## config.mk

```make
export PLATFORM = sky130hd
export DESIGN_NAME = pifr_regs
export DESIGN_NICKNAME = d
export VERILOG_FILES = /design/src/inc/pifr_pkg.sv /design/src/core/pifr_pin_sync.sv /design/src/core/pifr_regs.sv
export SDC_FILE = /design/constraint.sdc
export NUM_CORES = 1
export LEC_CHECK = 0
export BUFFER_PORTS_ARGS = -buffer_cell sky130_fd_sc_hd__buf_2
export CAP_MARGIN = 20
export CORE_MARGIN = 1
export CORE_UTILIZATION = 40
export DETAILED_ROUTE_END_ITERATION = 6
export PLACE_DENSITY = 0.86
export SETUP_SLACK_MARGIN = 0.1
export SLEW_MARGIN = 20
export SYNTH_ARGS = -nofsm -noshare
export SYNTH_HDL_FRONTEND = slang
export SYNTH_SLANG_ARGS = --single-unit
```

## constraint.sdc

```tcl
create_clock -name i_ref_clk -period 1.55 [get_ports i_ref_clk]
set_input_delay 0.155 -clock i_ref_clk [delete_from_list [all_inputs] [get_ports i_ref_clk]]
set_output_delay 0.155 -clock i_ref_clk [all_outputs]
set_load 0.005 [all_outputs]
```

## src/inc/pifr_pkg.sv

```systemverilog
package pifr_pkg;

  // Coprocessor number and fixed opcode fields of this register bank.
  localparam logic [3:0] PIFR_CP_NUM = 4'hf;
  localparam logic [2:0] PIFR_OPC1 = 3'h0;
  localparam logic [3:0] PIFR_CRN = 4'h0;
  localparam logic [3:0] PIFR_CRM_ID = 4'h0;
  localparam logic [3:0] PIFR_CRM_FEAT = 4'h1;

  // Second opcode values within the identification group.
  localparam logic [2:0] PIFR_OPC2_TIGHT = 3'h2;
  localparam logic [2:0] PIFR_OPC2_TLB = 3'h3;
  localparam logic [2:0] PIFR_OPC2_AFF = 3'h5;

  // Second opcode values within the feature group.
  localparam logic [2:0] PIFR_OPC2_PF0 = 3'h0;
  localparam logic [2:0] PIFR_OPC2_PF1 = 3'h1;
  localparam logic [2:0] PIFR_OPC2_DBG = 3'h2;
  localparam logic [2:0] PIFR_OPC2_AUX = 3'h3;

  // Affinity layout.
  localparam int PIFR_AFF_FMT_BIT = 31;
  localparam int PIFR_AFF_UNI_BIT = 30;
  localparam int PIFR_AFF_CLU_LSB = 8;
  localparam int PIFR_CLU_W = 4;
  localparam logic [1:0] PIFR_CORE_NUMBER = 2'h0;

  // Feature register contents.
  localparam logic [31:0] PIFR_PF0_VAL = 32'h0000_1231;
  localparam logic [31:0] PIFR_PF1_VAL = 32'h0000_0011;
  localparam logic [31:0] PIFR_DBG_VAL = 32'h0201_0444;
  localparam logic [31:0] PIFR_AUX_VAL = 32'h0000_0000;
  localparam logic [31:0] PIFR_ZERO = 32'h0000_0000;

  // Value the cluster pins are taken to hold before the first sample.
  localparam logic [3:0] PIFR_CLU_RST = 4'h0;

  typedef enum logic [2:0] {
    PIFR_SEL_NONE = 3'h0,
    PIFR_SEL_TIGHT = 3'h1,
    PIFR_SEL_TLB = 3'h2,
    PIFR_SEL_AFF = 3'h3,
    PIFR_SEL_PF0 = 3'h4,
    PIFR_SEL_PF1 = 3'h5,
    PIFR_SEL_DBG = 3'h6,
    PIFR_SEL_AUX = 3'h7
  } pifr_sel_t;

endpackage

```

## src/core/pifr_pin_sync.sv

```systemverilog
`timescale 1ns/1ps
module pifr_pin_sync
  import pifr_pkg::*;
(
  // Clock and reset
  input wire logic i_ref_clk,
  input wire logic i_rst_n,
  // Pin side
  input wire logic [PIFR_CLU_W-1:0] i_pins,
  // Filtered value
  output logic [PIFR_CLU_W-1:0] o_value
);

  logic [PIFR_CLU_W-1:0] s1_q;
  logic [PIFR_CLU_W-1:0] s2_q;
  logic [PIFR_CLU_W-1:0] s3_q;
  logic [PIFR_CLU_W-1:0] val_q;
  logic [PIFR_CLU_W-1:0] val_d;

  // The first stage feeds only the second, so no gate sees a metastable bit.
  assign val_d = (s2_q == s3_q) ? s3_q : val_q;

  always_ff @(posedge i_ref_clk or negedge i_rst_n) begin
    if (!i_rst_n) begin
      s1_q <= PIFR_CLU_RST;
      s2_q <= PIFR_CLU_RST;
      s3_q <= PIFR_CLU_RST;
      val_q <= PIFR_CLU_RST;
    end else begin
      s1_q <= i_pins;
      s2_q <= s1_q;
      s3_q <= s2_q;
      val_q <= val_d;
    end
  end

  assign o_value = val_q;

endmodule

```

## src/core/pifr_regs.sv

```systemverilog
`timescale 1ns/1ps
module pifr_regs
  import pifr_pkg::*;
(
  // Clock and reset
  input wire logic i_ref_clk,
  input wire logic i_rst_n,
  // Coprocessor access port
  input wire logic i_cp_valid,
  input wire logic i_cp_write,
  input wire logic [3:0] i_cp_num,
  input wire logic [2:0] i_cp_opc1,
  input wire logic [3:0] i_cp_crn,
  input wire logic [3:0] i_cp_crm,
  input wire logic [2:0] i_cp_opc2,
  input wire logic i_cp_priv,
  // Configuration pins
  input wire logic [PIFR_CLU_W-1:0] i_cluster_identifier_pins,
  // Answer
  output logic o_cp_ack,
  output logic o_cp_undef,
  output logic [31:0] o_cp_rdata
);

  // Decoding of the opcode fields into a register selection.
  function automatic pifr_sel_t pifr_decode(
    input logic [3:0] num,
    input logic [2:0] opc1,
    input logic [3:0] crn,
    input logic [3:0] crm,
    input logic [2:0] opc2
  );
    pifr_sel_t sel;
    sel = PIFR_SEL_NONE;
    if (num == PIFR_CP_NUM && opc1 == PIFR_OPC1 && crn == PIFR_CRN) begin
      if (crm == PIFR_CRM_ID) begin
        unique case (opc2)
          PIFR_OPC2_TIGHT: sel = PIFR_SEL_TIGHT;
          PIFR_OPC2_TLB: sel = PIFR_SEL_TLB;
          PIFR_OPC2_AFF: sel = PIFR_SEL_AFF;
          default: sel = PIFR_SEL_NONE;
        endcase
      end else if (crm == PIFR_CRM_FEAT) begin
        unique case (opc2)
          PIFR_OPC2_PF0: sel = PIFR_SEL_PF0;
          PIFR_OPC2_PF1: sel = PIFR_SEL_PF1;
          PIFR_OPC2_DBG: sel = PIFR_SEL_DBG;
          PIFR_OPC2_AUX: sel = PIFR_SEL_AUX;
          default: sel = PIFR_SEL_NONE;
        endcase
      end
    end
    return sel;
  endfunction

  logic [PIFR_CLU_W-1:0] cluster_value;
  pifr_sel_t sel;
  logic [31:0] affinity_word;
  logic [31:0] read_word;
  logic mapped;
  logic write_ok;
  logic refuse;
  logic ack_q;
  logic ack_d;
  logic undef_q;
  logic undef_d;
  logic [31:0] rdata_q;
  logic [31:0] rdata_d;

  // Pins come from outside the clock domain and are filtered before use.
  pifr_pin_sync u_pin_sync (
    .i_ref_clk(i_ref_clk),
    .i_rst_n(i_rst_n),
    .i_pins(i_cluster_identifier_pins),
    .o_value(cluster_value)
  );

  assign sel = pifr_decode(i_cp_num, i_cp_opc1, i_cp_crn, i_cp_crm,
                           i_cp_opc2);
  assign mapped = (sel != PIFR_SEL_NONE);

  // The bank is read-only; only the auxiliary register swallows a write.
  assign write_ok = !i_cp_write || (sel == PIFR_SEL_AUX);

  // There is no security input: both worlds see one copy of each value.
  assign refuse = !i_cp_priv || !mapped || !write_ok;

  always_comb begin
    affinity_word = PIFR_ZERO;
    affinity_word[PIFR_AFF_FMT_BIT] = 1'b1;
    affinity_word[PIFR_AFF_UNI_BIT] = 1'b1;
    affinity_word[PIFR_AFF_CLU_LSB +: PIFR_CLU_W] = cluster_value;
    affinity_word[1:0] = PIFR_CORE_NUMBER;
  end

  assign read_word =
    (sel == PIFR_SEL_TIGHT) ? PIFR_ZERO :
    (sel == PIFR_SEL_TLB) ? PIFR_ZERO :
    (sel == PIFR_SEL_AFF) ? affinity_word :
    (sel == PIFR_SEL_PF0) ? PIFR_PF0_VAL :
    (sel == PIFR_SEL_PF1) ? PIFR_PF1_VAL :
    (sel == PIFR_SEL_DBG) ? PIFR_DBG_VAL :
    PIFR_AUX_VAL;

  // Refused or write accesses return zero so no value leaks to user mode.
  assign ack_d = i_cp_valid;
  assign undef_d = i_cp_valid && refuse;
  assign rdata_d = (i_cp_valid && !refuse && !i_cp_write) ? read_word
                                                          : PIFR_ZERO;

  always_ff @(posedge i_ref_clk or negedge i_rst_n) begin
    if (!i_rst_n) begin
      ack_q <= 1'b0;
      undef_q <= 1'b0;
      rdata_q <= PIFR_ZERO;
    end else begin
      ack_q <= ack_d;
      undef_q <= undef_d;
      rdata_q <= rdata_d;
    end
  end

  assign o_cp_ack = ack_q;
  assign o_cp_undef = undef_q;
  assign o_cp_rdata = rdata_q;

endmodule

```

Yosys cells after proc, flatten, opt, wreduce, memory -nomap -nowiden
Index checks and enable logic that the tools add are counted.

Input bits: 27. Bits in registers: 50. Output and inout port bits: 34.

Eq/ne operators: 14. Reduce and logical (&&, ||, !) cells: 18. Mux-type cells: 12.

Operator list (count): 2-to-1 mux 32 bit (4); 2-to-1 mux 26 bit (3); equality test 3 bit (second input constant) (5); equality test 3 x 2 -> 1 bit (second input constant) (4); case mux 3 bit (4 select lines) (1); 2-to-1 mux 3 bit (3); zero test 4 bit (2); equality test 3 x 1 -> 1 bit (second input constant) (2); zero test 3 bit (2); case mux 2 bit (3 select lines) (1); logical AND 1 bit (5); zero test 1 bit (5); equality test 4 x 1 -> 1 bit (second input constant) (1); equality test 4 bit (1); equality test 4 bit (second input constant) (1); logical OR 1 bit (3); nonzero test 3 bit (1).

Longest topological paths before layout
Gate-level depths: netlist (run 1).

Depth in word-level cells: 13. Gate-level depth with buffers: 4. Depth with buffers taken out: 4.

By module
A second synthesis (run 1) with hierarchy kept.

Cells, all modules: 98. Area, all modules: 1188.6 um2.

Modules (own cells, without submodules): pifr_regs (times used 1, area each 695.7 um2, cells each 73, sequential area each 250.2 um2); pifr_pin_sync (times used 1, area each 493.0 um2, cells each 25, sequential area each 400.4 um2).

Worst setup path before layout (run 1)
No wires, ideal clock.

Path type: register -> register. Start point: register u_pin_sync.s3_q[1]. End point: register u_pin_sync.val_q[0], in the netlist u_pin_sync.o_value[0]. Setup slack: 110 ps. Arrival: 1315 ps. Period minus slack after synthesis: 1440 ps. Setup time: 125 ps. Cell stages (with the launch flop): 4. Cells stage by stage: dfrtp_1 -> xor2_1 -> nor4_2 -> mux2_2.

Longest elaborated chain between the ends: 1.

Ends and longest elaborated chain: start, declared (RTL line pifr_pin_sync.sv:16) `logic [PIFR_CLU_W-1:0] s3_q;`; start signal, assigned (RTL line pifr_pin_sync.sv:32) `s3_q <= s2_q;`; equality test 4 bit (RTL line pifr_pin_sync.sv:21) `assign val_d = (s2_q == s3_q) ? s3_q : val_q;`; end signal, assigned (RTL line pifr_pin_sync.sv:33) `val_q <= val_d;`; end, declared (RTL line pifr_pin_sync.sv:17) `logic [PIFR_CLU_W-1:0] val_q;`.

Every way passes these cells. A chain may end at the register's enable or synchronous reset.

Worst setup path in the final report (run 1)
Start point: register u_pin_sync.s3_q[2]. End point: register u_pin_sync.val_q[1], in the netlist u_pin_sync.o_value[1].

The elaborated chain is that of the path after synthesis.

==> results of run 1 <==
[registers in the layout (all words and copies together) (netlist names)]
| name | cells |
|---|---|
| u_pin_sync.s3_q | 4 |
| u_pin_sync.s1_q | 4 |
| u_pin_sync.s2_q | 4 |
| u_pin_sync.o_value | 4 |
| o_cp_ack | 1 |
| o_cp_rdata | 8 |
| o_cp_undef | 1 |
[metrics by stage]
stage,setup slack [ps],instances
6_report,110.9,175
5_1_grt,42.33,175
4_1_cts,96.42,174
3_5_place_dp,11.04,164
3_3_place_gp,119.0,164
2_1_floorplan,110.2,113
[path summary, 6_finish.rpt]
check                                    from                     to
min reg2reg                u_pin_sync.s1_q[1]     u_pin_sync.s2_q[1]
max reg2reg                u_pin_sync.s3_q[2]  u_pin_sync.o_value[1]
min in group asynchronous             i_rst_n     u_pin_sync.s3_q[1]
max                        u_pin_sync.s3_q[2]  u_pin_sync.o_value[1]
min                               i_cp_crn[1]          o_cp_rdata[4]
max in group asynchronous             i_rst_n               o_cp_ack
[Yosys cell counts, types with 2 or more instances]
master,count,share of area
dfrtp_1,26,0.55
buf_4,24,0.15
mux2_2,4,0.038
xor2_1,4,0.030
nand2_1,3,0.0095
a21oi_1,2,0.0084
and2_1,2,0.011
inv_1,2,0.0063
nand2b_1,2,0.011
nor2_1,2,0.0063
nor4_1,2,0.011
nor4_2,2,0.021
[cells by family after synthesis]
kind of cell | after synthesis | synth area share
compound gates | 10 | 0.05901
simple gates | 25 | 0.1644
buf+inv | 26 | 0.1581
flops | 26 | 0.5479
other cells | 1 | 0.003158
xor+xnor | 4 | 0.02950
mux | 4 | 0.03793
[cells in the final DEF (no fill, tap or decap), types with 2 or more instances in the layout]
master	count
a21oi_1	2
nor4_2	2
clkbuf_4	3
nand2_1	3
inv_1	2
nand2b_1	2
mux2_4	4
conb_1	18
buf_4	3
dfrtp_1	26
nor4_1	2
buf_2	42
and2_1	2
dlygate4sd3_1	6
xor2_1	4
nor2_1	2
[final cells by class]
cell class / instances / area, µm²
Clock buffer: 3 / 22.52
Clock inverter: 1 / 30.03
Fill cell: 249 / 1311
Inverter: 2 / 7.507
Multi-Input combinational cell: 61 / 427.9
Sequential cell: 26 / 650.6
Tap cell: 31 / 38.79
Timing Repair Buffer: 51 / 292.8
[critical path, delay by kind of cell (launching register included)]
kind                   cells  cell delay, ps
XOR/XNOR                   1             180
buffers and inverters      1             190
flip-flops                 1             410
multiplexers               1             300
AND/OR/NAND/NOR            1             270
[metal layers]
layer  global-route usage  share of wire  up-vias
met5                    0              0        -
met4              0.07317          0.029        0
met3              0.02535          0.062        6
met2               0.2790           0.57       52
met1               0.1439           0.34      398
li1                     -              -      381
[timing repair]
| action | CTS | global route |
|---|---|---|
| pin swaps | 0 | 1 |
| gates resized for setup | 0 | 4 |
| endpoints found under the setup margin | 1 | 4 |
| endpoints found under the hold margin | 31 | 0 |
| buffers inserted | 0 | 1 |
| hold buffers | 6 | 0 |
[where the power goes]
| group | leakage, nW | internal, mW | switching (mW) | total [mW] |
|---|---|---|---|---|
| Clock | 0.0279 | 0.261 | 0.199 | 0.460 |
| Sequential | 0.322 | 0.738 | 0.0314 | 0.769 |
| Combinational | 0.418 | 0.114 | 0.0805 | 0.195 |
| Total | 0.768 | 1.11 | 0.311 | 1.42 |
==> impl_metrics.py, run 1 <==
metrics = {
    "outcome": {
        "status": "finished, final reports clean",
    },
    "worst_setup_path": {
        "start_kind": "flip-flop",
        "r2r_slack_ps": 110,
        "endpoint_kind": "flip-flop",
        "crit_chain": "xor2_1 > nor4_2 > buf_4 > mux2_4",
        "rr_worst_depth": 4,
        "cp_max_fo": 4,
        "crit_required_ps": 1770,
        "crit_type": "flip-flop to flip-flop",
        "cpMaxStageDelayCell": "dfrtp_1",
        "arrival_ps": 1650,
        "cpPeakStageDelay_ps": 410,
    },
    "sta": {
        "hold_violations": 0,
        "rsz0062_at_grt": "yes",
        "skew_ps": 4.879,
        "relSlewSlack": 0.6397,
        "drv_slew": 0,
        "tightest_slew_ps": 540.4,
        "fmax_mhz": 694.9,
        "fin_hold_ws_ps": 147.2,
        "period_share": 0.9285,
        "finalSetupTns_ps": 0,
        "finalCriticalPeriod_ps": 1439,
        "setup_viol": 0,
    },
    "clock_network": {
        "cts.sinks": 26,
        "cts_inserted_buffers": 3,
        "h-tree-depth": 1,
        "path_clk_slew_ps": 140,
        "cts-root-buf": "clkbuf_4",
        "clk_path_buf_depth": 2,
        "cts_tree": "built",
        "clk_latency_ps": 310,
    },
    "placed_design": {
        "port_buffers": 42,
        "gp_congestion": 0.7267,
        "place_area_mm2": 0.001335,
        "hpwl_um": 1592,
    },
    "logic_synthesis": {
        "yosys_warnings": 0,
        "ys.flop_type": "dfrtp_1",
        "syn-cell-area_mm2": 0.001187,
        "syn_inst": 96,
        "ys_seq_elements": 26,
        "ys_seq_area_frac": 0.5479,
        "async_reset_ff_frac": 1.000,
        "avgSynthCellArea_um2": 12.37,
        "synth_edf_count": 0,
        "yosysUniqueCellTypes": 33,
    },
    "global_route": {
        "grtUsageTotal": 0.1442,
        "grt_overflow": 0,
        "grt_pass1_vias": 872,
        "grt_pass1_wl_um": 3615,
        "grt_max_degree": 27,
        "grt_antenna_before_repair": 0,
    },
    "detailed_routing": {
        "viasPerCell": 4.783,
        "drt_wl_total_um": 2119,
        "drc": 0,
        "ant_nets": 0,
        "first_iter_violations": 8,
        "wl_per_cell_um": 12.11,
        "vias": 837,
        "drt_pass1_iterations": 5,
    },
    "pwr": {
        "p_leak_nw": 0.7677,
        "power_density_mw_per_mm2": 968.7,
        "max-vdd-ir-drop_v": 0.0005962,
        "power_mw": 1.424,
    },
    "final_layout": {
        "final_area_mm2": 0.001470,
        "nets": 172,
        "area_growth_syn_to_layout_pct": 23.81,
        "drive_gt1_frac": 0.4236,
        "fin_util": 0.5286,
        "diodes": 0,
    },
    "floorplanning": {
        "die-height_um": 56.49,
        "initial_core_util": 0.4269,
        "core_mm2": 0.002781,
        "dieWidth_um": 56.49,
        "pin_count": 61,
        "die_area_mm2": 0.003191,
        "placementRows": 19,
    },
    "job": {
        "max-cap-violations": 0,
    },
    "hold_path": {
        "hold_path_depth": 4,
        "min-delay-path-class": "primary input to flip-flop",
    },
}
(Power assumes the default switching activity.)
==> run 2, diff against run 1 <==
- ABC_AREA: not set -> 1
- CORE_UTILIZATION: 40 -> 41
==> run 2 against run 1 <==
Compared with the run above: the run now ends with design-rule violations left; fmax rose by 16%; clock skew barely moved; first-iteration DRC count rose by 140%; die area rose by 2.7%; flip-flop and latch count did not move; critical path type unchanged; critical endpoint unchanged; power fell by 12%; sequential share of layout area fell by 0.30 points; cell count rose by 16%; critical path depth fell by 1; hold slack got worse by 41 ps; largest power group unchanged; register-to-register slack improved by 200 ps.
==> impl_metrics.py, run 2 <==
metrics = {
    "outcome": {
        "status": "finished with violations",
        "violations": "design-rule violations",
    },
    "floorplanning": {
        "die_area_mm2": 0.003276,
        "die-height_um": 57.24,
        "dieWidth_um": 57.24,
        "placementRows": 19,
        "pin_count": 61,
        "initial_core_util": 0.4423,
        "core_mm2": 0.002829,
    },
    "logic_synthesis": {
        "syn-cell-area_mm2": 0.001251,
        "synthTopCellsByCount": "dfrtp_1 (26), buf_4 (24), nand2_1 (17), nor2_1 (14), inv_1 (13)",
        "yosys_warnings": 0,
        "yosysTopAreaCell": "dfrtp_1",
        "syn_inst": 127,
        "synthTopCellsByArea": "dfrtp_1 (52%), buf_4 (14%), nand2_1 (5.1%)",
        "yosysMostFrequentCell": "dfrtp_1",
        "synth_edf_count": 0,
        "yosysUniqueCellTypes": 20,
        "ys_seq_elements": 26,
        "ys_seq_area_frac": 0.5200,
        "synth_top_area_share": 0.5200,
        "ys.flop_type": "dfrtp_1",
        "avgSynthCellArea_um2": 9.852,
        "async_reset_ff_frac": 1.000,
    },
    "sta": {
        "finalCriticalPeriod_ps": 1242,
        "finalSetupTns_ps": 0,
        "rsz0062_at_grt": "no",
        "skew_ps": 4.427,
        "tightest_slew_ps": 554.9,
        "setup_viol": 0,
        "fmax_mhz": 805.1,
        "relSlewSlack": 0.6301,
        "hold_violations": 0,
        "period_share": 0.8013,
        "drv_slew": 0,
    },
    "worst_setup_path": {
        "crit_required_ps": 1760,
        "cp_max_fo": 6,
        "timing.rr.start": "u_pin_sync.s3_q[1]",
        "cp-startpoint": "u_pin_sync.s3_q[1]",
        "arrival_ps": 1460,
        "r2r_slack_ps": 310,
        "crit_type": "flip-flop to flip-flop",
        "endpoint_kind": "flip-flop",
        "start_kind": "flip-flop",
    },
    "final_layout": {
        "layout_commonest_cell": "buf_2",
        "layout_common_cells": "buf_2 (42), dfrtp_1 (26), conb_1 (18)",
        "diodes": 0,
        "nets": 200,
        "drive_gt1_frac": 0.3605,
        "area_growth_syn_to_layout_pct": 18.30,
        "largest_reg_flops": 8,
        "fin_cells": 203,
    },
    "global_route": {
        "grt_pass1_vias": 785,
        "grt_overflow": 0,
        "grtUsageTotal": 0.1156,
        "grt_max_degree": 27,
        "grt_antenna_before_repair": 0,
        "grt_pass1_wl_um": 2856,
    },
    "clock_network": {
        "cts_inserted_buffers": 3,
        "path_clk_slew_ps": 130,
        "h-tree-depth": 1,
        "cts_tree": "built",
        "clk_latency_ps": 310,
        "cts_hold_buf": 6,
        "cts.sinks": 26,
        "cts_setup_buffers": 0,
        "cts-resized-gates": 0,
        "clk_path_buf_depth": 2,
        "cts-root-buf": "clkbuf_4",
    },
    "detailed_routing": {
        "ant_nets": 0,
        "wl_per_cell_um": 8.788,
        "vias": 871,
        "drt_wl_total_um": 1784,
        "first_iter_violations": 19,
        "viasPerCell": 4.291,
        "drc": 6,
        "drt_pass1_iterations": 6,
    },
    "placed_design": {
        "port_buffers": 42,
        "dp.cells": 193,
        "gp_congestion": 0.7965,
        "hpwl_um": 1414,
    },
    "pwr": {
        "max-vdd-ir-drop_v": 0.0007104,
        "p_sw_uw": 295.5,
        "power_density_mw_per_mm2": 847.2,
        "seq_power_share": 0.607,
        "clkPwrFrac": 0.263,
        "intPower_uw": 958.4,
        "p_comb_frac": 0.130,
        "switching_share": 0.2357,
        "p_leak_nw": 0.8519,
    },
    "hold_path": {
        "min-delay-path-class": "primary input to flip-flop",
        "hp-start": "i_cp_write",
    },
    "job": {
        "max-cap-violations": 0,
    },
}
run 2: cell types whose count changed after synthesis, sizes merged, moves of 4 or more:
cell   before  now
xnor2       0    4
nand4       2    6
nor2        2   17
nor4        5    0
xor2        4    0
nand2       3   23
inv         2   14
run 2: cell type report:
cell class | count | area, µm²
Fill cell | 249 | 1349
Sequential cell | 26 | 650.6
Multi-Input combinational cell | 80 | 431.7
Timing Repair Buffer | 48 | 270.3
Inverter | 14 | 52.55
Tap cell | 31 | 38.79
Clock buffer | 4 | 36.28
run 2: power groups by stage:
stage / clock network [mW] / logic [mW] / registers (mW)
4_1_cts: 0.341 / 0.165 / 0.763
3_3_place_gp: 0 / 0.149 / 0.773
5_1_grt: 0.376 / 0.189 / 0.772
3_5_place_dp: 0 / 0.153 / 0.777
6_report: 0.330 / 0.163 / 0.762
2_1_floorplan: 0 / 0.123 / 0.769
run 2: cell families after synthesis:
kind of cell	share of synthesized area
AOI/OAI and AO/OA	0.04200
xor gates and xnor gates	0.02800
buffers and inverters	0.1860
DFF	0.5200
muxes	0.01800
other	0.002997
and+or+nand+nor	0.2030
run 2: worst paths after layout:
kind                       depth (start not counted)               endpoint
max                                                3  u_pin_sync.o_value[1]
min                                                3             o_cp_undef
max reg2reg                                        3  u_pin_sync.o_value[1]
min reg2reg                                        0     u_pin_sync.s2_q[2]
max in group asynchronous                          2     u_pin_sync.s1_q[1]
min in group asynchronous                          2  u_pin_sync.o_value[0]
run 2: worst max-delay path, cell delays in order (launching register included):
cell and delay, ps:
dfrtp_1 410, xnor2_1 160, nand4_1 240, mux2_2 340
run 2: routing by layer:
layer	track usage	vias up	part of all wire
li1	-	443	-
met1	0.1086	386	0.40
met2	0.2370	40	0.52
met3	0.04082	2	0.068
met4	0.02091	0	0.0045
met5	0	-	0
run 2: through the flow:
step	util	hold WS, ps	setup WS, ps	power (mW)	instance area [µm²]
finish	0.5232	106.5	308.0	1.254	1480
global route	0.5232	113.1	205.9	1.337	1480
CTS	0.5232	96.36	301.4	1.269	1480
detailed placement	0.4892	171.9	230.4	0.9298	1384
global placement	0.4892	162.1	257.4	0.9219	1384
floorplan	-	-140.6	395.8	0.8917	1315
==> run 3, diff against run 2 <==
- CORE_UTILIZATION: 41 -> 45
- PLACE_DENSITY: 0.86 -> 0.89
- clock period: 1.55 -> 1.3 ns (I/O delays scaled with it)
==> run 3 against run 2 <==
Compared with the run above: the flow now finishes without violations; critical path type unchanged; cell count is the same; register-to-register slack worse by 160 ps; core utilization is 6.8 points higher; via count increased by 0.80%; largest cell class unchanged; power rose by 31%; die area is 8.6% lower; count of clock-buffer cells in the layout down 1; largest power group unchanged; routed wire length is 6.6% higher; global-route usage increased by 3.4 points; sequential power is 19% higher; clock power increased by 62%; first-iteration DRC count down 58%.
==> impl_metrics.py, run 3 (synthesis gave the netlist of run 2 again) <==
metrics = {
    "outcome": {
        "status": "finished, final reports clean",
    },
    "sta": {
        "period_share": 0.8888,
        "setup_viol": 0,
        "finalCriticalPeriod_ps": 1155,
        "finalSetupTns_ps": 0,
        "drv_slew": 0,
        "relSlewSlack": 0.6415,
        "tightest_slew_ps": 537.7,
        "fmax_mhz": 865.5,
        "fin_ws_ps": 144.6,
        "hold_violations": 0,
        "skew_ps": 2.152,
        "rsz0062_at_grt": "yes",
    },
    "worst_setup_path": {
        "cpMaxStageDelayCell": "dfrtp_1",
        "timing.rr.start": "u_pin_sync.s2_q[0]",
        "timing.rr.end": "u_pin_sync.o_value[3]",
        "cpPeakStageDelay_ps": 410,
        "crit_type": "flip-flop to flip-flop",
        "start_kind": "flip-flop",
        "r2r_slack_ps": 140,
        "arrival_ps": 1380,
        "crit_chain": "xnor2_1 > nand4_1 > buf_4 > nor2_1 > a21oi_1",
        "cp_max_fo": 4,
        "rr_worst_depth": 5,
        "endpoint_kind": "flip-flop",
        "crit_required_ps": 1520,
    },
    "global_route": {
        "grt.met2_usage": 0.2671,
        "grt_antenna_before_repair": 0,
        "grt_max_degree": 27,
        "grt_pass1_wl_um": 2994,
        "busiest_layer": "met2",
        "grt_overflow": 0,
        "grt_util_met1": 0.1393,
        "grt_pass1_vias": 775,
        "grtUsageMet3": 0.06389,
        "grtUsageTotal": 0.1500,
    },
    "placed_design": {
        "dp.cells": 193,
        "place_area_mm2": 0.001390,
        "hpwl_um": 1493,
        "gp_congestion": 0.7569,
        "dpl_worst_slack_ps": -19.92,
        "port_buffers": 42,
    },
    "floorplanning": {
        "die_area_mm2": 0.002995,
        "core_mm2": 0.002545,
        "initial_core_util": 0.4916,
        "die-height_um": 54.73,
        "placementRows": 18,
        "dieWidth_um": 54.73,
        "pin_count": 61,
    },
    "hold_path": {
        "hold_path_depth": 3,
        "hp-start": "i_cp_write",
        "hold_end": "o_cp_undef",
        "min-delay-path-class": "primary input to flip-flop",
    },
    "detailed_routing": {
        "drt_wl_total_um": 1901,
        "wl_per_cell_um": 9.365,
        "drt_pass1_iterations": 4,
        "viasPerCell": 4.325,
        "ant_nets": 0,
        "vias": 878,
        "first_iter_violations": 8,
        "drc": 0,
    },
    "pwr": {
        "power_density_mw_per_mm2": 1094,
        "max-vdd-ir-drop_v": 0.001288,
        "p_leak_nw": 0.8631,
        "power_mw": 1.647,
    },
    "final_layout": {
        "diodes": 0,
        "fin_cells": 203,
        "fillers": 226,
        "final_area_mm2": 0.001505,
        "area_growth_syn_to_layout_pct": 20.30,
        "layout_common_cells": "buf_2 (42), dfrtp_1 (26), conb_1 (18)",
        "seq_area_um2": 650.6,
        "multiInputGateArea_um2": 434.2,
        "nets": 201,
        "layout_commonest_cell": "buf_2",
        "drive_gt1_frac": 0.3699,
        "largest_reg_flops": 8,
    },
    "clock_network": {
        "cts-root-buf": "clkbuf_4",
        "path_clk_slew_ps": 130,
        "cts_inserted_buffers": 3,
        "clk_latency_ps": 320,
        "cts.sinks": 26,
        "cts_tree": "built",
        "h-tree-depth": 1,
        "clk_path_buf_depth": 2,
    },
    "job": {
        "max-cap-violations": 0,
    },
}
## run 3: layout make-up
| type | count | share of cell area |
|---|---|---|
| inverter | 14 | 0.03491 |
| sequential | 26 | 0.4323 |
| timing repair buffer | 49 | 0.1845 |
| clock buffer | 3 | 0.01496 |
| tap | 30 | 0.02494 |
| multi-input combinational | 80 | 0.2884 |
| clock inverter | 1 | 0.01995 |
## run 3: critical path, delay by kind of cell, from the launching register on
family                    cells  cell delay (ps)
buffers and inverters         1              190
and+or+nand+nor               2              260
xor gates and xnor gates      1              160
DFF                           1              410
AOI/OAI and AO/OA             1               40
## run 3: worst max path at each step
stage          slack [ps]          startpoint                    end  cells after the start
6_report              140  u_pin_sync.s2_q[0]  u_pin_sync.o_value[3]                      5
5_1_grt                40  u_pin_sync.s2_q[2]  u_pin_sync.o_value[0]                      5
4_1_cts               110  u_pin_sync.s3_q[0]  u_pin_sync.o_value[3]                      5
3_5_place_dp          -20         i_cp_crm[3]         o_cp_rdata[11]                      8
3_3_place_gp           30         i_cp_crm[3]         o_cp_rdata[10]                      8
2_1_floorplan         150  u_pin_sync.s3_q[0]  u_pin_sync.o_value[1]                      3
## run 3: where the power goes
| group | leakage [nW] | internal [mW] | switching [mW] |
|---|---|---|---|
| combinational | 0.514 | 0.0953 | 0.106 |
| sequential | 0.321 | 0.879 | 0.0306 |
| clock | 0.0279 | 0.312 | 0.224 |
| total | 0.863 | 1.29 | 0.361 |
## run 3: metrics by stage
step | util | hold slack, ps
6_report | 0.5914 | 71.24
5_1_grt | 0.5914 | 63.27
4_1_cts | 0.5905 | 44.22
3_5_place_dp | 0.5462 | 143.7
3_3_place_gp | 0.5462 | 134.6
2_1_floorplan | - | -165.6
## run 3: metal layers
layer	wire length, µm	up-vias	share of wire
li1	-	443	-
met1	684	399	0.36
met2	1069	31	0.56
met3	114	5	0.060
met5	0	-	0
met4	31	0	0.016
## run 3: repair_timing
item	in CTS	in global routing
endpoints found under the hold margin	31	0
resized for setup	0	1
hold buffers	6	0
setup buffers	0	0
endpoints found under the setup margin	0	8
